### config.mk
export PLATFORM = sky130hd
export DESIGN_NAME = pt_timer
export DESIGN_NICKNAME = d
export VERILOG_FILES = /design/src/design/pt_pkg.sv /design/src/design/pt_prescaler.sv /design/src/design/pt_timer.sv
export SDC_FILE = /design/constraint.sdc
export NUM_CORES = 1
export LEC_CHECK = 0
export BUFFER_PORTS_ARGS = -buffer_cell sky130_fd_sc_hd__buf_2
export CAP_MARGIN = 5
export CORE_UTILIZATION = 40
export CTS_BUF_LIST = sky130_fd_sc_hd__clkbuf_16
export DETAILED_ROUTE_END_ITERATION = 16
export GPL_TIMING_DRIVEN = 1
export PLACE_DENSITY = 0.78
export SLEW_MARGIN = 5
export SYNTH_ARGS = -nofsm -noshare
export SYNTH_HDL_FRONTEND = slang
export SYNTH_SLANG_ARGS = --single-unit
### constraint.sdc
create_clock -name clk_i -period 2.2 [get_ports clk_i]
set_clock_uncertainty 0.15 [all_clocks]
set_input_delay 0.44 -clock clk_i [delete_from_list [all_inputs] [get_ports clk_i]]
set_output_delay 0.44 -clock clk_i [all_outputs]
set_load 0.05 [all_outputs]
### src/design/pt_pkg.sv
/*
  Package for the 8-bit period timer: register map, field layout,
  reset values, prescale encodings and carrier structs.
  Assumes a 32-bit APB register bus and a single 50 MHz clock.
*/
`default_nettype none
package pt_pkg;

  // ==========================================================
  // Register indices and byte addresses
  // ==========================================================
  localparam logic [7:0] PT_IDX_TICK_COUNT = 8'h11;
  localparam logic [7:0] PT_IDX_TIMER_CONTROL = 8'h12;
  localparam logic [7:0] PT_IDX_PERIOD_LIMIT = 8'h92;
  localparam logic [7:0] PT_IDX_IRQ_STATUS = 8'hA0;
  localparam logic [7:0] PT_IDX_IRQ_MASK = 8'hA1;
  localparam int PT_ADDR_W = 12;
  localparam logic [11:0] PT_ADDR_TICK_COUNT = {2'h0, PT_IDX_TICK_COUNT, 2'h0};
  localparam logic [11:0] PT_ADDR_TIMER_CONTROL = {2'h0, PT_IDX_TIMER_CONTROL, 2'h0};
  localparam logic [11:0] PT_ADDR_PERIOD_LIMIT = {2'h0, PT_IDX_PERIOD_LIMIT, 2'h0};
  localparam logic [11:0] PT_ADDR_IRQ_STATUS = {2'h0, PT_IDX_IRQ_STATUS, 2'h0};
  localparam logic [11:0] PT_ADDR_IRQ_MASK = {2'h0, PT_IDX_IRQ_MASK, 2'h0};

  // ==========================================================
  // Reset values and field positions
  // ==========================================================
  localparam logic [7:0] PT_RST_TICK_COUNT = 8'h00;
  localparam logic [6:0] PT_RST_TIMER_CONTROL = 7'h00;
  localparam logic [7:0] PT_RST_PERIOD_LIMIT = 8'hFF;
  localparam int PT_CTL_RUN_BIT = 2;
  localparam int PT_IRQ_MATCH_BIT = 1;
  localparam logic [1:0] PT_IRQ_RST = 2'h0;

  // Prescale select encodings
  localparam logic [1:0] PT_PS_DIV1 = 2'h0;
  localparam logic [1:0] PT_PS_DIV4 = 2'h1;
  localparam logic [3:0] PT_PS_LAST_DIV4 = 4'h3;
  localparam logic [3:0] PT_PS_LAST_DIV16 = 4'hF;

  // Instruction clock divides the core clock by four
  localparam logic [1:0] PT_ICLK_LAST = 2'h3;

  // Control register layout, bit 7 unimplemented
  typedef struct packed {
    logic [3:0] postscale_select;
    logic run_bit;
    logic [1:0] prescale_select;
  } pt_ctrl_t;

  // Time base offered to PWM logic; serial logic gets only the match
  typedef struct packed {
    logic [7:0] count;
    logic match;
  } pt_tbase_t;

endpackage : pt_pkg
`default_nettype wire

### src/design/pt_prescaler.sv
/*
  Prescaler for the period timer: turns the instruction-clock enable
  into a count enable at 1:1, 1:4 or 1:16.
  Assumes inc_en_i is a one-cycle enable and clr_i clears the counter.
*/
`default_nettype none
module pt_prescaler
  import pt_pkg::*;
(
  input wire logic clk_i,
  input wire logic nrst_i,
  input wire logic clr_i,
  input wire logic inc_en_i,
  input wire logic [1:0] sel_i,
  output logic tick_o
);
  import pt_pkg::*;

  logic [3:0] pre_cnt;
  logic [3:0] last;

  // ==========================================================
  // Division ratio
  // ==========================================================
  // Select 00 passes through, 01 divides by 4, 1x by 16
  always_comb begin
    unique case (sel_i)
      PT_PS_DIV1: last = 4'h0;
      PT_PS_DIV4: last = PT_PS_LAST_DIV4;
      default: last = PT_PS_LAST_DIV16;
    endcase
  end

  // Counter cleared by reset and by count or control register writes
  always_ff @(posedge clk_i) begin
    if (!nrst_i || clr_i) begin
      pre_cnt <= 4'h0;
    end else if (inc_en_i) begin
      pre_cnt <= (pre_cnt >= last) ? 4'h0 : pre_cnt + 4'h1;
    end
  end

  assign tick_o = inc_en_i && (pre_cnt >= last);

endmodule : pt_prescaler
`default_nettype wire

### src/design/pt_timer.sv
/*
  8-bit period timer with prescaler, period match, 4-bit postscaler,
  sticky interrupt status and APB register access.
  Assumes an APB master on clk_i; the PWM and serial logic sample
  the time-base outputs on the same clock.
*/
`default_nettype none
module pt_timer
  import pt_pkg::*;
(
  input wire logic clk_i,
  input wire logic nrst_i,
  input wire logic psel_i,
  input wire logic penable_i,
  input wire logic pwrite_i,
  input wire logic [pt_pkg::PT_ADDR_W-1:0] paddr_i,
  input wire logic [31:0] pwdata_i,
  output logic [31:0] prdata_o,
  output logic pready_o,
  output logic pslverr_o,
  output logic irq_o,
  output logic serial_match_o,
  output pt_pkg::pt_tbase_t pwm_tbase_o
);
  import pt_pkg::*;

  // ==========================================================
  // State
  // ==========================================================
  logic [7:0] tick_count;
  logic [7:0] period_limit;
  pt_ctrl_t timer_control;
  logic [1:0] irq_status;
  logic [1:0] irq_mask;
  logic [1:0] iclk_div;
  logic [3:0] post_cnt;
  logic iclk_en;
  logic pre_tick;
  logic match_pulse;
  logic post_done;
  logic wr_acc;
  logic rd_acc;
  logic wr_count;
  logic wr_ctrl;
  logic scaler_clr;
  logic addr_ok;
  logic [31:0] next_rdata;

  // APB access phase, always answered at once
  assign wr_acc = psel_i && penable_i && pwrite_i;
  assign rd_acc = psel_i && penable_i && !pwrite_i;
  assign wr_count = wr_acc && (paddr_i == PT_ADDR_TICK_COUNT);
  assign wr_ctrl = wr_acc && (paddr_i == PT_ADDR_TIMER_CONTROL);
  assign scaler_clr = wr_count || wr_ctrl;

  // ==========================================================
  // Instruction clock and prescaler
  // ==========================================================
  // Core clock divided by four, gated by run bit
  always_ff @(posedge clk_i) begin
    if (!nrst_i || !timer_control.run_bit) begin
      iclk_div <= 2'h0;
    end else begin
      iclk_div <= iclk_div + 2'h1;
    end
  end
  assign iclk_en = timer_control.run_bit && (iclk_div == PT_ICLK_LAST);

  // Prescaler module handles ratio select
  pt_prescaler u_pre (
    .clk_i(clk_i),
    .nrst_i(nrst_i),
    .clr_i(scaler_clr),
    .inc_en_i(iclk_en),
    .sel_i(timer_control.prescale_select),
    .tick_o(pre_tick)
  );

  // ==========================================================
  // Count and period match
  // ==========================================================
  assign match_pulse = pre_tick && !wr_count && (tick_count == period_limit);

  // Count register: software write wins over increment
  always_ff @(posedge clk_i) begin
    if (!nrst_i) begin
      tick_count <= PT_RST_TICK_COUNT;
    end else if (wr_count) begin
      tick_count <= pwdata_i[7:0];
    end else if (pre_tick) begin
      tick_count <= (tick_count == period_limit) ? 8'h00 : tick_count + 8'h01;
    end
  end

  // Period register
  always_ff @(posedge clk_i) begin
    if (!nrst_i) begin
      period_limit <= PT_RST_PERIOD_LIMIT;
    end else if (wr_acc && paddr_i == PT_ADDR_PERIOD_LIMIT) begin
      period_limit <= pwdata_i[7:0];
    end
  end

  // Control register; writing it leaves the count alone
  always_ff @(posedge clk_i) begin
    if (!nrst_i) begin
      timer_control <= PT_RST_TIMER_CONTROL;
    end else if (wr_ctrl) begin
      timer_control <= pwdata_i[6:0];
    end
  end

  // ==========================================================
  // Postscaler
  // ==========================================================
  assign post_done = match_pulse && (post_cnt >= timer_control.postscale_select);

  // Counts matches; ratio is select plus one
  always_ff @(posedge clk_i) begin
    if (!nrst_i || scaler_clr) begin
      post_cnt <= 4'h0;
    end else if (match_pulse) begin
      post_cnt <= post_done ? 4'h0 : post_cnt + 4'h1;
    end
  end

  // ==========================================================
  // Interrupt status and mask
  // ==========================================================
  // Set wins over the clear-on-read; only bits already reported are cleared,
  // so an event landing on the setup edge is not lost
  always_ff @(posedge clk_i) begin
    if (!nrst_i) begin
      irq_status <= PT_IRQ_RST;
    end else begin
      if (rd_acc && paddr_i == PT_ADDR_IRQ_STATUS) begin
        irq_status <= irq_status & ~prdata_o[1:0];
      end
      if (post_done) begin
        irq_status[PT_IRQ_MATCH_BIT] <= 1'b1;
      end
    end
  end

  // Mask register, same layout as status
  always_ff @(posedge clk_i) begin
    if (!nrst_i) begin
      irq_mask <= PT_IRQ_RST;
    end else if (wr_acc && paddr_i == PT_ADDR_IRQ_MASK) begin
      irq_mask <= pwdata_i[1:0];
    end
  end

  // Registered interrupt level, follows status one cycle later
  always_ff @(posedge clk_i) begin
    if (!nrst_i) begin
      irq_o <= 1'b0;
    end else begin
      irq_o <= |(irq_status & irq_mask);
    end
  end

  // ==========================================================
  // Time-base outputs
  // ==========================================================
  // Match pulse and count for serial and PWM logic
  always_ff @(posedge clk_i) begin
    if (!nrst_i) begin
      serial_match_o <= 1'b0;
      pwm_tbase_o <= '0;
    end else begin
      serial_match_o <= match_pulse;
      pwm_tbase_o.match <= match_pulse;
      pwm_tbase_o.count <= tick_count;
    end
  end

  // ==========================================================
  // APB read path
  // ==========================================================
  // Read mux; bit 7 of control and unused bits read zero
  always_comb begin
    next_rdata = 32'h0000_0000;
    addr_ok = 1'b1;
    unique case (paddr_i)
      PT_ADDR_TICK_COUNT: next_rdata[7:0] = tick_count;
      PT_ADDR_TIMER_CONTROL: next_rdata[6:0] = timer_control;
      PT_ADDR_PERIOD_LIMIT: next_rdata[7:0] = period_limit;
      PT_ADDR_IRQ_STATUS: next_rdata[1:0] = irq_status;
      PT_ADDR_IRQ_MASK: next_rdata[1:0] = irq_mask;
      default: addr_ok = 1'b0;
    endcase
  end

  // Answer in the first access cycle, pready one-cycle pulse
  always_ff @(posedge clk_i) begin
    if (!nrst_i) begin
      pready_o <= 1'b0;
      pslverr_o <= 1'b0;
      prdata_o <= 32'h0000_0000;
    end else begin
      pready_o <= psel_i && !penable_i;
      pslverr_o <= psel_i && !penable_i && !addr_ok;
      prdata_o <= (psel_i && !penable_i && !pwrite_i) ? next_rdata : 32'h0000_0000;
    end
  end

  // ==========================================================
  // Checks
  // ==========================================================
  property p_count_wrap;
    @(posedge clk_i) disable iff (!nrst_i)
    (pre_tick && !wr_count && tick_count == period_limit) |=> (tick_count == 8'h00);
  endproperty
  a_count_wrap: assert property (p_count_wrap) else $error("count did not wrap");

  property p_stop;
    @(posedge clk_i) disable iff (!nrst_i)
    (!timer_control.run_bit && !wr_count) |=> $stable(tick_count);
  endproperty
  a_stop: assert property (p_stop) else $error("count moved while stopped");

  property p_ctrl_keeps_count;
    @(posedge clk_i) disable iff (!nrst_i)
    (wr_ctrl && !pre_tick) |=> $stable(tick_count) && post_cnt == 4'h0;
  endproperty
  a_ctrl_keeps_count: assert property (p_ctrl_keeps_count) else $error("control write hit count");

  property p_flag_set;
    @(posedge clk_i) disable iff (!nrst_i)
    post_done |=> irq_status[PT_IRQ_MATCH_BIT];
  endproperty
  a_flag_set: assert property (p_flag_set) else $error("match flag not set");

  property p_ratio_one;
    @(posedge clk_i) disable iff (!nrst_i)
    match_pulse |-> (post_done == (post_cnt == timer_control.postscale_select));
  endproperty
  a_ratio_one: assert property (p_ratio_one) else $error("ratio one missed");

  property p_serial;
    @(posedge clk_i) disable iff (!nrst_i)
    match_pulse |=> serial_match_o && pwm_tbase_o.match;
  endproperty
  a_serial: assert property (p_serial) else $error("match not forwarded");

  property p_period_reset;
    @(posedge clk_i) !nrst_i |=> period_limit == PT_RST_PERIOD_LIMIT && tick_count == 8'h00;
  endproperty
  a_period_reset: assert property (p_period_reset) else $error("reset values wrong");

  property p_iclk;
    @(posedge clk_i) disable iff (!nrst_i)
    iclk_en |=> !iclk_en [*3];
  endproperty
  a_iclk: assert property (p_iclk) else $error("instruction clock too fast");

endmodule : pt_timer
`default_nettype wire

======== Word-level counts from Yosys, hierarchy flattened ========
Index checks and enable logic that the tools add are counted.
storage, ports and cells
  input port bits ......................... 49
  latch bits .............................. 0
  bits in read-only memories .............. 0
  register bits after elaboration ......... 81
  memories ................................ 0
  word-level logic and storage cells ...... 78
  memory bits (writable) .................. 0
  output and inout bits ................... 45
cells by class
  add/subtract/negate cells ............... 4
  reductions and logical operators ........ 31
  shifts and indexed selects .............. 0
  mux-type cells .......................... 12
  eq/ne operators ......................... 8
  $lt $le $gt $ge ......................... 2
  divide/modulo/power cells ............... 0
  multiply operators ...................... 0
  bitwise gates (word level) .............. 3
operators with widths
  kind                                                                number
  12-bit by 10-bit == test with 1-bit output (second input constant)  3
  12-bit by 7-bit == test with 1-bit output (second input constant)   2
  8-bit two-way mux                                                   3
  1-bit logical AND                                                   16
  5-bit case mux with 3 select lines                                  1
  2-bit case mux with 5 select lines                                  1
  4-bit by 1-bit adder with 4-bit output (second input constant)      2
  8-bit by 1-bit adder with 8-bit output (second input constant)      1
  8-bit == test                                                       1
  4-bit >= comparator                                                 2
  4-bit two-way mux                                                   2
  4-bit case mux with 2 select lines                                  1
  1-bit zero test                                                     6
  5-bit OR reduction                                                  1
  2-bit AND                                                           2
  2-bit nonzero test                                                  2
  1-bit logical OR                                                    3
  2-bit by 1-bit adder with 2-bit output (second input constant)      1
  2-bit by 1-bit == test with 1-bit output (second input constant)    1
  2-bit == test (second input constant)                               1
  2-bit zero test                                                     1
  1-bit two-way mux                                                   2
  2-bit two-way mux                                                   1
  2-bit inverter                                                      1
  other kinds (3)                                                     3

======== Depth between registers and ports, before layout ========
  depth after elaboration ................. 8
  gate-level depth with buffers ........... 8
  gate-level depth less buffers ........... 7

======== Cells and area by module ========
A second synthesis with hierarchy kept.
second synthesis, totals
  cells, all modules ...................... 351
  area total of the unflattened synthesis .. 2995.4 um^2
by module, submodules not included
  module        area each (um^2)  instances  seq. area each (um^2)  cells an instance
  pt_timer      2668.8            1          1061.0                 315
  pt_prescaler  326.6             1          80.1                   36

======== Least setup slack after synthesis ========
OpenSTA, ideal clock, no wires.
  path kind ............................... register to register
  start point ............................. register timer_control[0] (netlist name)
  end point ............................... register tick_count[2]
  clock period less this slack ............ 2.259 ns
  stages on the path, launching flop included .. 9
  path buffers ............................ 1
  setup time .............................. 0.074 ns
  required time ........................... 1.976 ns
  setup slack ............................. -0.059 ns
  arrival ................................. 2.035 ns
  path through ............................ dfxtp_1 > or2_2 > ha_1 > nand2b_1 > a2111o_1 > nand2_1 > clkbuf_1 > o21ai_0 > a31oi_1
between the ends
  longest elaborated chain between the ends .. 5
  elaborated cells on any way between the ends .. 6
  classes of those cells .................. order compare (1); eq/ne (1); mux (1); reduce/logical (3)
ends and longest elaborated chain
  what                                                                         line                RTL
  start: declaration                                                           pt_timer.sv:32      pt_ctrl_t timer_control;
  start signal: assignment                                                     pt_timer.sv:109     timer_control <= pwdata_i[6:0];
  2-bit by 1-bit == test with 1-bit output or 2-bit zero test (tied branches)  pt_prescaler.sv:27  unique case (sel_i)
  4-bit case mux with 2 select lines *                                         pt_prescaler.sv:27
  4-bit >= comparator *                                                        pt_prescaler.sv:43  assign tick_o = inc_en_i && (pre_cnt >= last);
  1-bit logical AND *                                                          pt_prescaler.sv:43
  2-bit nonzero test (no source line) *                                        -
  end signal: assignment                                                       pt_timer.sv:89      tick_count <= pwdata_i[7:0];
  end signal: assignment                                                       pt_timer.sv:91      tick_count <= (tick_count == period_limit) ? 8'h00 : tick_count + 8'h01;
  end: declaration                                                             pt_timer.sv:30      logic [7:0] tick_count;
Every way passes the cells marked *; elsewhere a longest branch is shown, timed or not.
A chain may end at the register's enable or synchronous reset.

======== Worst setup path in the final report ========
  start point ............................. register timer_control[0] (netlist name)
  end point ............................... register tick_count[5]
The elaborated chain is that of the path after synthesis.

==> metrics.yaml <==
outcome:
  status: "finished clean"
yosys:
  ys_async_sr_fraction_pct: 0
  ys_warn_count: 0
  ys_ff_latch: 57
  synth-main-ff-cell: "dfxtp_1"
  ys_seq_area_share_pct: 38.50
  syn_area_per_cell_um2: 8.848
  synth_cells: 335
  ys_types: 53
  syn_area_um2: 2964
  synth_edf_count: 0
grt:
  grt_overflow: 0
  grt_first_pass_wirelength_mm: 11.11
  antenna_found_initial: 0
  grt_max_degree: 19
  grt_pass1_vias: 2410
  grt.total_usage_pct: 19.12
final_layout:
  utilization_pct: 50.75
  final_cell_mix: "dfxtp_1, buf_2, nand2_1, nor2_1, conb_1"
  drive_gt1_share_pct: 25.12
  final_nets: 462
  diodes: 0
  area_growth_pct: 23.51
  final_common_cell: "dfxtp_1"
placed_design:
  io_buffers: 45
  hpwlAfterDp_mm: 5.231
  place_congestion: 0.8793
  preCtsSetupSlack_ps: -182.7
routing:
  drt_wl_total_mm: 7.078
  dr.pass1.iters: 5
  dr_total_vias: 2619
  ant_nets: 0
  drc: 0
  routedWlPerCell_um: 14.02
  drt_iter0_drc: 161
  routed_via_density: 5.186
die:
  pin_count: 94
  core_area_um2: 7214
  die_h_um: 88.08
  fp.dieW_um: 88.08
  initial_utilization_pct: 41.09
  num_rows: 31
  die-area_um2: 7758
power_and_ir_drop:
  cellPowerDensity_nw_per_um2: 659.6
  power.switching_uw: 598.8
  cellLeakagePower_uw: 0.001617
  p_int_uw: 1816
  clock_power_share_pct: 48.6
  power_frac_seq_pct: 43.1
  swShare_pct: 24.80
  vdd_drop_max_mv: 0.2891
  p_comb_share_pct: 8.3
timing:
  setup_viol: 0
  finalWorstSetupSlack_ps: 63.05
  finalHoldViolations: 0
  rsz0062_at_grt: "yes"
  holdWs_ps: 214.6
  fmax_mhz: 468.0
  setup_tns_ps: 0
  maxSlewViolCount: 0
  finalCritPeriodShare_pct: 97.13
  fin_crit_ps: 2137
clock_network:
  cts_tree: "built"
  cts_htree_levels: 3
  clk_latency_ps: 330
  cts.sinks: 57
  cts_buffer_depth: 2
  cts_buffers: 9
  hold_buffers: 0
  clk_pin_slew_worst_paths_ps: 50
  cts_root_buf: "clkbuf_16"
setup_path:
  critPathCaptureType: "flop"
  worstPathArrival_ps: 2240
  cp_data_required_time_ps: 2300
  path_class: "flop to flop"
  critPathLaunchType: "flop"
  worstPathMaxFanout: 12
worst_hold_path:
  hold_class: "input pin to flop"
flow_run:
  cap_violations: 0
cell usage after synthesis (all sizes together), types with 3 or more instances:
cell type | number | area, um^2
ha | 12 | 150.1
buf | 29 | 206.4
nor2 | 25 | 93.84
a31oi | 8 | 50.05
inv | 14 | 52.55
o21ai | 19 | 95.09
a22oi | 6 | 45.04
nand4b | 4 | 35.03
and2 | 11 | 68.82
and3 | 5 | 31.28
o32ai | 4 | 35.03
nand4 | 3 | 18.77
dfxtp | 57 | 1141
mux2i | 18 | 180.2
nand2b | 3 | 18.77
xor2 | 9 | 78.83
nor3 | 8 | 56.31
a21oi | 10 | 50.05
or4 | 4 | 37.53
nand3 | 15 | 87.59
clkbuf | 9 | 33.78
nand2 | 29 | 108.9
or2 | 3 | 18.77
nor4 | 3 | 37.54
registers in the layout, summed over array words and instances, names as in the netlist:
name	flops
irq_status	2
tick_count	8
pready_o	1
irq_o	1
irq_mask	2
pwm_tbase_o	9
prdata_o	8
timer_control	7
period_limit	8
u_pre.pre_cnt	4
pslverr_o	1
post_cnt	4
iclk_div	2
logic make-up after synthesis:
logic type / synth area share (%)
simple gates: 22.63
compound gates: 13.72
buf+inv: 9.877
mux: 6.838
flops: 38.50
fa+ha+maj: 5.065
other cells: 0.1265
xor+xnor: 3.251
cell type report:
type	instances	area (um^2)
repair buffers	70	441.7
fillers	673	3553
inverters	14	52.55
well taps	99	123.9
multi-input cells	249	1644
clock buffers	9	225.2
flip-flops and latches	57	1144
clock inverters	7	30.03
repair_timing:
| item | in CTS | in global routing |
|---|---|---|
| resized for setup | 3 | 6 |
| setup buffers | 1 | 0 |
| pin swaps | 3 | 0 |
| endpoints found under the setup margin | 17 | 14 |
worst max-delay path, stage by stage, from the launching register on:
cell	delay, ps
dfxtp_2	310
or2_4	260
ha_4	260
nand2b_4	100
a2111o_1	140
nand2_2	70
buf_12	150
or4_1	490
a31oi_1	130
worst paths after layout:
path | start | to | slack, ps | cells past startpoint
worst max register to register | timer_control[0]$_SDFFE_PN0P_ | tick_count[5]$_SDFFE_PN0P_ | 60 | 8
worst min register to register | iclk_div[0]$_SDFF_PP0_ | iclk_div[0]$_SDFF_PP0_ | 270 | 1
worst max-delay path | timer_control[0]$_SDFFE_PN0P_ | tick_count[5]$_SDFFE_PN0P_ | 60 | 8
worst min-delay path | pwdata_i[7] | period_limit[7]$_SDFFE_PN1P_ | 210 | 3
metrics by stage:
stage / total power [uW] / cells / instance area [um^2]
floorplan: 1238 / 358 / 3053
finish: 2415 / 505 / 3661
global placement: 1256 / 488 / 3364
global route: 2500 / 505 / 3661
CTS: 2434 / 505 / 3633
detailed placement: 1259 / 488 / 3364
metal layers:
layer  track usage [%]  vias up  share of wire [%]
met3             5.938       15                6.0
met2             32.28       91                 49
met4             9.384        0                2.6
met5                 0        -                  0
li1                  -     1277                  -
met1             21.95     1236                 42
power groups by stage:
| stage | clock, uW | combinational, uW | sequential, uW |
|---|---|---|---|
| floorplan | 0 | 168 | 1070 |
| global placement | 0 | 195 | 1060 |
| detailed placement | 0 | 198 | 1060 |
| CTS | 1190 | 198 | 1040 |
| global route | 1250 | 213 | 1040 |
| finish | 1170 | 200 | 1040 |
Note: power is estimated with default switching activity, not from simulation.
